<file path="src/logic/i2css_defines.svh">
// offsets, field positions, reset values and timing counts of the two-wire slave controller
`ifndef I2CSS_DEFINES_SVH
`define I2CSS_DEFINES_SVH

`define I2CSS_OFF_CONFIG      8'h00
`define I2CSS_OFF_OWN_ADDR    8'h04
`define I2CSS_OFF_ENABLE      8'h08
`define I2CSS_OFF_DATA_CMD    8'h0c
`define I2CSS_OFF_RAW_STATUS  8'h10
`define I2CSS_OFF_EVENT_MASK  8'h14
`define I2CSS_OFF_CLR_RD_REQ  8'h18
`define I2CSS_OFF_ABORT_CLEAR 8'h1c
`define I2CSS_OFF_STATUS      8'h20

`define I2CSS_CFG_MASTER_BIT  0
`define I2CSS_CFG_ADDR10_BIT  3
`define I2CSS_CFG_SLVOFF_BIT  6
`define I2CSS_CFG_ULTRA_BIT   7

`define I2CSS_CMD_BIT         8
`define I2CSS_RAW_RXFULL_BIT  2
`define I2CSS_RAW_RDREQ_BIT   5
`define I2CSS_RAW_ABORT_BIT   6

`define I2CSS_ST_TXFULL_BIT   0
`define I2CSS_ST_RXFULL_BIT   1
`define I2CSS_ST_ACTIVE_BIT   2
`define I2CSS_ST_STRETCH_BIT  3
`define I2CSS_ST_SETTLED_BIT  4

`define I2CSS_RST_MASTER      1'b1
`define I2CSS_RST_SLVOFF      1'b1
`define I2CSS_RST_ADDR10      1'b0
`define I2CSS_RST_ULTRA       1'b0
`define I2CSS_RST_OWN_ADDR    10'h055
`define I2CSS_RST_MASK        2'h3

`define I2CSS_HDR10           5'h1e
`define I2CSS_SETTLE_CYC      3'h6

`endif

</file>
<file path="src/logic/i2css_pkg.sv">
// types shared by the two-wire slave controller
package i2css_pkg;

   typedef enum logic [3:0] {
      S_IDLE,
      S_ADDR,
      S_ADDR_ACK,
      S_ADDR2,
      S_RD_WAIT,
      S_TX_BIT,
      S_TX_ACK,
      S_RX_BIT,
      S_RX_STALL,
      S_RX_ACK
   } i2css_fsm_t;

   typedef struct packed {
      logic ultra;
      logic slave_off;
      logic addr10;
      logic master_role;
   } i2css_cfg_t;

   typedef struct packed {
      logic abort;
      logic rd_req;
   } i2css_evt_t;

   typedef struct packed {
      i2css_cfg_t cfg;
      logic [9:0] own_addr;
      logic       enable;
      i2css_evt_t mask;
      i2css_evt_t raw;
      logic       flush_lock;
      logic       tx_full;
      logic [7:0] tx_data;
      logic       rx_full;
      logic [7:0] rx_data;
      i2css_fsm_t fsm;
      logic [7:0] shreg;
      logic [3:0] cnt;
      logic       rw;
      logic       hit10;
      logic       ack_seen;
      logic       scl_s1;
      logic       scl_s2;
      logic       scl_q;
      logic       sda_s1;
      logic       sda_s2;
      logic       sda_q;
      logic [2:0] settle;
      logic       scl_drv;
      logic       sda_drv;
      logic [31:0] rdata;
   } i2css_state_t;

endpackage

</file>
<file path="src/logic/i2css_top.sv">
// two-wire bus slave controller with register port and clock stretching
//
// Operation
// scl is only pulled low or released, never driven high
// sample sda on observed scl rise, change own sda only while scl low
// a released clock counts only once scl is seen high
// high phase ends at the first observed fall, restarting low phase
// low phase lasts as long as any party holds scl low
// slave may stretch scl low; bits advance only on observed edges
// software never sets slave enabled together with master role
// own 10-bit address is written while disabled and used for matching
// config bit 3 picks 7-bit or 10-bit slave addressing
// slave-only needs slave-off and master role zero before enable
// configuration survives disable, no reprogramming needed
// synchronisers reset to one; leave reset only when bus idle
// reset with slave off, enable after about six clocks of settling
// acknowledge a matching address, direction bit picks transmit or receive
// on read request set status bit five and stretch until data
// with events masked software polls raw status about every ten periods
// stale transmit data at a read request sets abort bit six, flushed
// transmit stays flushed until the abort clear register is read
// response byte written to data register with command bit 8 zero
// read of a masked flag returning one clears it
// with data present release scl and shift the byte out
// no slave transmit in ultra-fast mode
// as receiver capture each byte into the receive buffer
// receive buffer full holds scl low until space frees
// compare 7 or 10 bits per width control; ignore non-matching address
//
// Chosen here: strobed register access and the register addresses.
`timescale 1ns/1ps
`include "i2css_defines.svh"

module i2css_top import i2css_pkg::*; (
   input  wire logic        CLK_SYS,
   input  wire logic        NRST,
   input  wire logic [7:0]  ADDR,
   input  wire logic [31:0] WDATA,
   input  wire logic        WR,
   input  wire logic        RD,
   output logic      [31:0] RDATA,
   input  wire logic        SCL_IN,
   output logic             SCL_OUT,
   output logic             SCL_OE_N,
   input  wire logic        SDA_IN,
   output logic             SDA_OUT,
   output logic             SDA_OE_N
);

   i2css_state_t st;
   i2css_state_t next_st;
   logic         scl_rise;
   logic         scl_fall;
   logic         bus_start;
   logic         bus_stop;
   logic         active;
   logic         addr_hit;
   logic         next_scl_oe_n;
   logic         next_sda_oe_n;

   // first address byte decode, 7-bit or 10-bit header
   function automatic logic first_hit(input logic [7:0] b, input i2css_cfg_t c,
                                      input logic [9:0] own, input logic h10);
      logic hdr;
      hdr = (b[7:3] == `I2CSS_HDR10) && (b[2:1] == own[9:8]);
      if (b[0] && c.ultra)
         first_hit = 1'b0;
      else if (c.addr10)
         first_hit = hdr && (!b[0] || h10);                  // see R9
      else
         first_hit = (b[7:1] == own[6:0]);
   endfunction

   // edges seen on the synchronised lines only, so a stretched low phase
   // from any party simply delays the next edge
   assign scl_rise  = st.scl_s2 && !st.scl_q;                // see R3
   assign scl_fall  = !st.scl_s2 && st.scl_q;                // see R4
   assign bus_start = st.scl_s2 && st.scl_q && st.sda_q && !st.sda_s2;
   assign bus_stop  = st.scl_s2 && st.scl_q && !st.sda_q && st.sda_s2;
   assign active    = st.enable && !st.cfg.slave_off && !st.cfg.master_role;
   assign addr_hit  = first_hit(st.shreg, st.cfg, st.own_addr, st.hit10);

   always_comb begin
      next_st = st;
      next_st.rdata = 32'h0;

      // two-stage synchronisers, second stage feeds all the logic
      next_st.scl_s1 = SCL_IN;
      next_st.scl_s2 = st.scl_s1;
      next_st.scl_q  = st.scl_s2;
      next_st.sda_s1 = SDA_IN;
      next_st.sda_s2 = st.sda_s1;
      next_st.sda_q  = st.sda_s2;
      if (st.settle != `I2CSS_SETTLE_CYC)
         next_st.settle = st.settle + 3'h1;

      // register writes; config is frozen while enabled and kept while disabled
      if (WR) begin
         unique case (ADDR)
            `I2CSS_OFF_CONFIG: begin
               if (!st.enable) begin
                  next_st.cfg.master_role = WDATA[`I2CSS_CFG_MASTER_BIT];
                  next_st.cfg.addr10      = WDATA[`I2CSS_CFG_ADDR10_BIT];
                  next_st.cfg.slave_off   = WDATA[`I2CSS_CFG_SLVOFF_BIT];
                  next_st.cfg.ultra       = WDATA[`I2CSS_CFG_ULTRA_BIT];
               end
            end
            `I2CSS_OFF_OWN_ADDR: begin
               if (!st.enable)
                  next_st.own_addr = WDATA[9:0];
            end
            `I2CSS_OFF_ENABLE: begin
               next_st.enable = WDATA[0];
            end
            `I2CSS_OFF_DATA_CMD: begin
               // command bit set means a master read command, not slave data
               if (st.enable && !WDATA[`I2CSS_CMD_BIT] && !st.flush_lock && !st.tx_full) begin // see R19
                  next_st.tx_full = 1'b1;
                  next_st.tx_data = WDATA[7:0];
               end
            end
            `I2CSS_OFF_EVENT_MASK: begin
               next_st.mask.rd_req = WDATA[`I2CSS_RAW_RDREQ_BIT];
               next_st.mask.abort  = WDATA[`I2CSS_RAW_ABORT_BIT];
            end
            default: begin
            end
         endcase
      end

      // register reads, data in the following cycle only
      if (RD) begin
         unique case (ADDR)
            `I2CSS_OFF_CONFIG: begin
               next_st.rdata[`I2CSS_CFG_MASTER_BIT] = st.cfg.master_role;
               next_st.rdata[`I2CSS_CFG_ADDR10_BIT] = st.cfg.addr10;
               next_st.rdata[`I2CSS_CFG_SLVOFF_BIT] = st.cfg.slave_off;
               next_st.rdata[`I2CSS_CFG_ULTRA_BIT]  = st.cfg.ultra;
            end
            `I2CSS_OFF_OWN_ADDR: begin
               next_st.rdata[9:0] = st.own_addr;
            end
            `I2CSS_OFF_ENABLE: begin
               next_st.rdata[0] = st.enable;
            end
            `I2CSS_OFF_DATA_CMD: begin
               next_st.rdata[7:0] = st.rx_data;
               next_st.rx_full    = 1'b0;
            end
            `I2CSS_OFF_RAW_STATUS: begin
               next_st.rdata[`I2CSS_RAW_RXFULL_BIT] = st.rx_full;
               next_st.rdata[`I2CSS_RAW_RDREQ_BIT]  = st.raw.rd_req;
               next_st.rdata[`I2CSS_RAW_ABORT_BIT]  = st.raw.abort;
               // a masked flag read as one counts as cleared
               if (!st.mask.rd_req)
                  next_st.raw.rd_req = 1'b0;
               if (!st.mask.abort)
                  next_st.raw.abort = 1'b0;
            end
            `I2CSS_OFF_EVENT_MASK: begin
               next_st.rdata[`I2CSS_RAW_RDREQ_BIT] = st.mask.rd_req;
               next_st.rdata[`I2CSS_RAW_ABORT_BIT] = st.mask.abort;
            end
            `I2CSS_OFF_CLR_RD_REQ: begin
               next_st.rdata[0]   = st.raw.rd_req;
               next_st.raw.rd_req = 1'b0;
            end
            `I2CSS_OFF_ABORT_CLEAR: begin
               next_st.rdata[0]     = st.raw.abort;
               next_st.raw.abort    = 1'b0;
               next_st.flush_lock   = 1'b0;
            end
            `I2CSS_OFF_STATUS: begin
               next_st.rdata[`I2CSS_ST_TXFULL_BIT]  = st.tx_full;
               next_st.rdata[`I2CSS_ST_RXFULL_BIT]  = st.rx_full;
               next_st.rdata[`I2CSS_ST_ACTIVE_BIT]  = (st.fsm != S_IDLE);
               next_st.rdata[`I2CSS_ST_STRETCH_BIT] = st.scl_drv;
               next_st.rdata[`I2CSS_ST_SETTLED_BIT] = (st.settle == `I2CSS_SETTLE_CYC);
            end
            default: begin
            end
         endcase
      end

      // bus side; event sets come after the clears above so a set wins
      if (!active) begin
         // buffers held empty while disabled; releasing both lines avoids a hung bus
         next_st.fsm     = S_IDLE;
         next_st.scl_drv = 1'b0;
         next_st.sda_drv = 1'b0;
         next_st.hit10   = 1'b0;
         if (!st.enable) begin
            next_st.tx_full = 1'b0;
            next_st.rx_full = 1'b0;
         end
      end else if (bus_start) begin
         // a repeated start keeps the 10-bit match for a following read
         next_st.fsm     = S_ADDR;
         next_st.cnt     = 4'h0;
         next_st.scl_drv = 1'b0;
         next_st.sda_drv = 1'b0;
      end else if (bus_stop) begin
         next_st.fsm     = S_IDLE;
         next_st.scl_drv = 1'b0;
         next_st.sda_drv = 1'b0;
         next_st.hit10   = 1'b0;
      end else begin
         unique case (st.fsm)
            S_IDLE: begin
            end
            S_ADDR, S_ADDR2, S_RX_BIT: begin
               if (scl_rise) begin
                  next_st.shreg = {st.shreg[6:0], st.sda_s2};
                  next_st.cnt   = st.cnt + 4'h1;
               end else if (scl_fall && st.cnt == 4'h8) begin
                  next_st.cnt = 4'h0;
                  if (st.fsm == S_ADDR) begin
                     if (addr_hit) begin
                        next_st.sda_drv = 1'b1;
                        next_st.rw      = st.shreg[0];
                        if (!st.shreg[0])
                           next_st.hit10 = 1'b0;
                        next_st.fsm = S_ADDR_ACK;
                     end else begin
                        next_st.fsm = S_IDLE;
                     end
                  end else if (st.fsm == S_ADDR2) begin
                     if (st.shreg == st.own_addr[7:0]) begin
                        next_st.sda_drv = 1'b1;
                        next_st.hit10   = 1'b1;
                        next_st.fsm     = S_ADDR_ACK;
                     end else begin
                        next_st.fsm = S_IDLE;
                     end
                  end else if (st.rx_full) begin
                     next_st.scl_drv = 1'b1;
                     next_st.fsm     = S_RX_STALL;
                  end else begin
                     next_st.rx_data = st.shreg;
                     next_st.rx_full = 1'b1;
                     next_st.sda_drv = 1'b1;
                     next_st.fsm     = S_RX_ACK;
                  end
               end
            end
            S_ADDR_ACK: begin
               if (scl_fall) begin
                  next_st.sda_drv = 1'b0;
                  next_st.cnt     = 4'h0;
                  if (st.rw) begin
                     next_st.raw.rd_req = 1'b1;
                     next_st.scl_drv    = 1'b1;              // see R15 see R6
                     if (st.tx_full) begin
                        // leftovers belong to an earlier transfer, never send them
                        next_st.raw.abort  = 1'b1;
                        next_st.tx_full    = 1'b0;
                        next_st.flush_lock = 1'b1;
                     end
                     next_st.fsm = S_RD_WAIT;
                  end else if (st.cfg.addr10 && !st.hit10) begin
                     next_st.fsm = S_ADDR2;
                  end else begin
                     next_st.fsm = S_RX_BIT;
                  end
               end
            end
            S_RD_WAIT: begin
               if (st.tx_full && !st.flush_lock) begin
                  next_st.shreg   = st.tx_data;
                  next_st.tx_full = 1'b0;
                  next_st.sda_drv = !st.tx_data[7];
                  next_st.scl_drv = 1'b0;
                  next_st.cnt     = 4'h0;
                  next_st.fsm     = S_TX_BIT;
               end
            end
            S_TX_BIT: begin
               if (scl_rise) begin
                  next_st.cnt = st.cnt + 4'h1;
               end else if (scl_fall) begin
                  if (st.cnt == 4'h8) begin
                     next_st.sda_drv = 1'b0;
                     next_st.fsm     = S_TX_ACK;
                  end else begin
                     next_st.shreg   = {st.shreg[6:0], 1'b0};
                     next_st.sda_drv = !st.shreg[6];
                  end
               end
            end
            S_TX_ACK: begin
               if (scl_rise) begin
                  next_st.ack_seen = !st.sda_s2;
               end else if (scl_fall) begin
                  if (st.ack_seen && st.tx_full) begin
                     next_st.shreg   = st.tx_data;
                     next_st.tx_full = 1'b0;
                     next_st.sda_drv = !st.tx_data[7];
                     next_st.cnt     = 4'h0;
                     next_st.fsm     = S_TX_BIT;
                  end else if (st.ack_seen) begin
                     next_st.raw.rd_req = 1'b1;
                     next_st.scl_drv    = 1'b1;
                     next_st.fsm        = S_RD_WAIT;
                  end else begin
                     next_st.fsm = S_IDLE;
                  end
               end
            end
            S_RX_STALL: begin
               if (!st.rx_full) begin
                  next_st.rx_data = st.shreg;
                  next_st.rx_full = 1'b1;
                  next_st.sda_drv = 1'b1;
                  next_st.scl_drv = 1'b0;
                  next_st.fsm     = S_RX_ACK;
               end
            end
            S_RX_ACK: begin
               if (scl_fall) begin
                  next_st.sda_drv = 1'b0;
                  next_st.cnt     = 4'h0;
                  next_st.fsm     = S_RX_BIT;
               end
            end
            default: begin
               next_st.fsm     = S_IDLE;
               next_st.scl_drv = 1'b0;
               next_st.sda_drv = 1'b0;
            end
         endcase
      end
   end

   // synchronisers reset to one: a release mid-transfer may fake a start
   always_ff @(posedge CLK_SYS or negedge NRST) begin
      if (!NRST) begin
         st                 <= '0;
         st.cfg.master_role <= `I2CSS_RST_MASTER;
         st.cfg.slave_off   <= `I2CSS_RST_SLVOFF;
         st.cfg.addr10      <= `I2CSS_RST_ADDR10;
         st.cfg.ultra       <= `I2CSS_RST_ULTRA;
         st.own_addr        <= `I2CSS_RST_OWN_ADDR;
         st.mask            <= `I2CSS_RST_MASK;
         st.fsm             <= S_IDLE;
         st.scl_s1          <= 1'b1;
         st.scl_s2          <= 1'b1;
         st.scl_q           <= 1'b1;
         st.sda_s1          <= 1'b1;
         st.sda_s2          <= 1'b1;
         st.sda_q           <= 1'b1;
      end else begin
         st <= next_st;
      end
   end

   // open-drain pins: the data level is always low, the enable decides
   assign RDATA    = st.rdata;
   assign SCL_OUT  = 1'b0;
   assign SDA_OUT  = 1'b0;

   // pin enables have their own flops fed from the next state, so the
   // pads see a clean register edge with no gate and no extra cycle
   always_comb begin
      next_scl_oe_n = !next_st.scl_drv;
      next_sda_oe_n = !next_st.sda_drv;
   end

   always_ff @(posedge CLK_SYS or negedge NRST) begin
      if (!NRST) begin
         SCL_OE_N <= 1'b1;
         SDA_OE_N <= 1'b1;
      end else begin
         SCL_OE_N <= next_scl_oe_n;
         SDA_OE_N <= next_sda_oe_n;
      end
   end

endmodule // i2css_top

</file>
<file path="config.mk">
export PLATFORM = sky130hd
export DESIGN_NAME = i2css_top
export DESIGN_NICKNAME = d
export VERILOG_FILES = /design/src/logic/i2css_pkg.sv /design/src/logic/i2css_top.sv
export VERILOG_INCLUDE_DIRS = /design/src /design/src/logic
export SDC_FILE = /design/constraint.sdc
export NUM_CORES = 1
export LEC_CHECK = 0
export ABC_CLOCK_PERIOD_IN_PS = 2400
export CORE_MARGIN = 2
export CORE_UTILIZATION = 50
export DETAILED_ROUTE_END_ITERATION = 10
export DONT_BUFFER_PORTS = 1
export HOLD_SLACK_MARGIN = 0.05
export PLACE_DENSITY = 0.7
export REMOVE_ABC_BUFFERS = 1
export SYNTH_ARGS = -nofsm -noshare
export SYNTH_HDL_FRONTEND = slang
export SYNTH_SLANG_ARGS = --single-unit
</file>
<file path="constraint.sdc">
create_clock -name CLK_SYS -period 2.4 [get_ports CLK_SYS]
set_input_delay 0.36 -clock CLK_SYS [delete_from_list [all_inputs] [get_ports CLK_SYS]]
set_output_delay 0.36 -clock CLK_SYS [all_outputs]
set_load 0.02 [all_outputs]
</file>
==> results.toml <==
[status]
status = "complete, no violations"

[timing]
hold_viol_final = 0
slew_viol_final = 0
tns_ns = 0
finalClockSkew_ns = 0.0123
worst_slack_ns = 0.128
period_needed_ns = 2.27
fmax_mhz = 440
post-route-period-util = 0.947
setup_viol = 0
max_slew_margin = 0.521
tightest_slew_ns = 0.715
rsz0062_at_grt = "false"

[synth]
syn_inst = 490
syn_avg_cell_area_um2 = 9.77
ys_ff_latch = 80
synthArstFlopShare = 1.00
synth_top_area_share = 0.335
ys_seq_area_frac = 0.422
synthTopCellsByArea = "dfrtp_1, dfstp_2, mux2_2"
ys_warn_count = 0
syn_area_um2 = 4790
synth_edf_count = 0
synth_top_area_cell = "dfrtp_1"
synthDistinctLibCells = 67
synth_ff_type = "dfrtp_1"

[pwr]
p_leak_uw = 0.00239
power_density_nw_per_um2 = 526
irDropWorstVdd_mv = 0.452

[critical_path]
cp-start-kind = "flip-flop"
cp.arrival_ns = 2.53
crit_fanout = 8
path_class = "flip-flop to flip-flop"
critPathRequiredTime_ns = 2.66
worstSetupEndpointType = "flip-flop"

[floorplanning]
std_cell_rows = 35
die-height_um = 102
ios = 82
core-area_um2 = 9280
start_util = 0.515
die_area_um2 = 10400
die_w_um = 102

[clock_network]
root_buffer = "clkbuf_8"
cts_tree = "yes"
cts_max_level = 3
clock_sinks = 80
clkLatencyLatePin_ns = 0.37
cts_buffers = 9
clk_path_buf_depth = 2
clkTransAtPathRegs_ns = 0.09

[global_routing]
grt_pass1_wl_um = 18600
overflow = 0
antenna_found_initial = 0
grt_pass1_vias = 3571
grt_max_degree = 81
grt_usage = 0.236

[route]
drtIter0Drc = 241
ant_nets = 0
totalWireLength_um = 11600
drt_first_pass_iters = 4
via_count = 3663
post-route-drc-count = 0
wl_per_cell_um = 18.4
viasPerCell = 5.82

[hold_path]
min_path_type = "primary input to flip-flop"

[placed_design]
pre_cts_slack_ns = 0.0895
gp_congestion = 0.924
postPlaceCellArea_um2 = 4880
io_buffers = 0
hpwl_um = 8170

[finish]
drive_gt1_frac = 0.230
n_antenna_cell = 0
area_growth_pct = 8.03
fin_area_um2 = 5170
num-fill-cells = 825
nNetsFinal = 545

[run]
maxCapViolCount = 0
per-layer routing:
layer  global-route usage  vias to the layer above  wire, µm  part of all wire
li1                     -                     1683         -                 -
met1                0.308                     1788      4880              0.42
met2                0.376                      162      5580              0.48
met3               0.0643                       30       836             0.072
met4               0.0923                        0       301             0.026
met5                    0                        -         0                 0
sequential cells by signal (all words and copies together), names as in the netlist:
name and count:
st 64, RDATA 10, next_st 4, SCL_OE_N 1, SDA_OE_N 1
layout make-up:
class                   instances  area [µm²]  share of cell area
repair buffers                 29         258              0.0499
clock inverters                 6        91.3              0.0177
clock buffers                  10         128              0.0247
multi-input cells             365        2470               0.478
inverters                      10        37.5             0.00726
well taps                     129         161              0.0312
flip-flops and latches         80        2020               0.391
report_power, final:
group          internal, µW  switching (µW)
clock network           593             522
logic                  65.5             121
registers              1380            34.4
synthesized netlist by cell type, types with 3 or more instances:
| cell | instances |
|---|---|
| buf_4 | 34 |
| nand4_1 | 5 |
| nor2_1 | 22 |
| nor3_1 | 8 |
| a22oi_1 | 3 |
| dfrtp_1 | 64 |
| dfstp_2 | 16 |
| o22ai_1 | 8 |
| clkbuf_1 | 18 |
| and3_1 | 6 |
| inv_1 | 10 |
| and2_1 | 8 |
| nand2_1 | 59 |
| nand2b_1 | 11 |
| a31oi_1 | 7 |
| a21oi_1 | 20 |
| ha_1 | 4 |
| mux2_2 | 37 |
| a41oi_1 | 3 |
| mux2i_1 | 11 |
| nor4_1 | 7 |
| nand3_1 | 13 |
| o31ai_1 | 4 |
| xor2_1 | 15 |
| o21ai_0 | 18 |
| xnor2_1 | 4 |
| buf_1 | 4 |
| nor2b_1 | 15 |
| mux2_4 | 8 |
placed cells by master (no fill, tap or decap), drive strengths merged, types with 7 or more instances in the layout:
master  count
nor2b      15
buf        26
inv        12
mux2       45
conb       24
o21ai      19
o22ai       8
nor2       22
dfrtp      64
dfstp      16
nand2      60
a31oi       7
nor4        8
a21oi      20
xor2       15
and2        8
nand2b     12
nor3        9
mux2i      11
nand3      13
clkbuf     10
through the flow:
step            util  hold WS, ns  instances  total power (µW)
2_1_floorplan      -       0.0644        455              1550
3_3_place_gp   0.526       0.0660        609              1590
3_5_place_dp   0.526       0.0665        609              1590
4_1_cts        0.555       0.0984        629              2740
5_1_grt        0.557       0.0977        629              2820
6_report       0.557        0.114        629              2720
path summary, 6_finish.rpt:
| check | start | to | slack, ns | cells past startpoint |
|---|---|---|---|---|
| setup / recovery | st[46]$_DFFE_PN0P_ | st[54]$_DFFE_PN0P_ | 0.13 | 7 |
| hold / removal | RD | RDATA[1]$_DFF_PN0_ | 0.11 | 1 |
| setup reg to reg | st[46]$_DFFE_PN0P_ | st[54]$_DFFE_PN0P_ | 0.13 | 7 |
| hold reg to reg | next_st[41]$_DFF_PN1_ | next_st[40]$_DFF_PN1_ | 0.36 | 0 |
| max in group asynchronous | NRST | st[98]$_DFFE_PN1P_ | 1.48 | 2 |
| min in group asynchronous | NRST | st[60]$_DFFE_PN0P_ | 0.55 | 2 |
kinds of logic after synthesis:
kind of cell,synth area share
AND/OR/NAND/NOR,0.195
AO/OA/AOI/OAI,0.120
flip-flops,0.422
buffers and inverters,0.0818
multiplexers,0.135
XOR/XNOR,0.0348
adder cells (fa/ha/maj),0.0105
other,0.000784
worst max-delay path, cell delays in order (launching register included):
cell and delay, ns:
dfrtp_1 0.41, inv_1 0.06, ha_1 0.18, and3b_1 0.28
and3_1 0.21, nor4_1 0.41, o41ai_4 0.27, mux2_2 0.33
timing repair:
| item | in CTS | in global routing |
|---|---|---|
| hold endpoints to repair | 82 | 0 |
| gates resized for setup | 0 | 2 |
| hold buffers | 4 | 0 |
| endpoints found under the setup margin | 0 | 16 |
| setup buffers | 0 | 0 |
(Power assumes the default switching activity.)
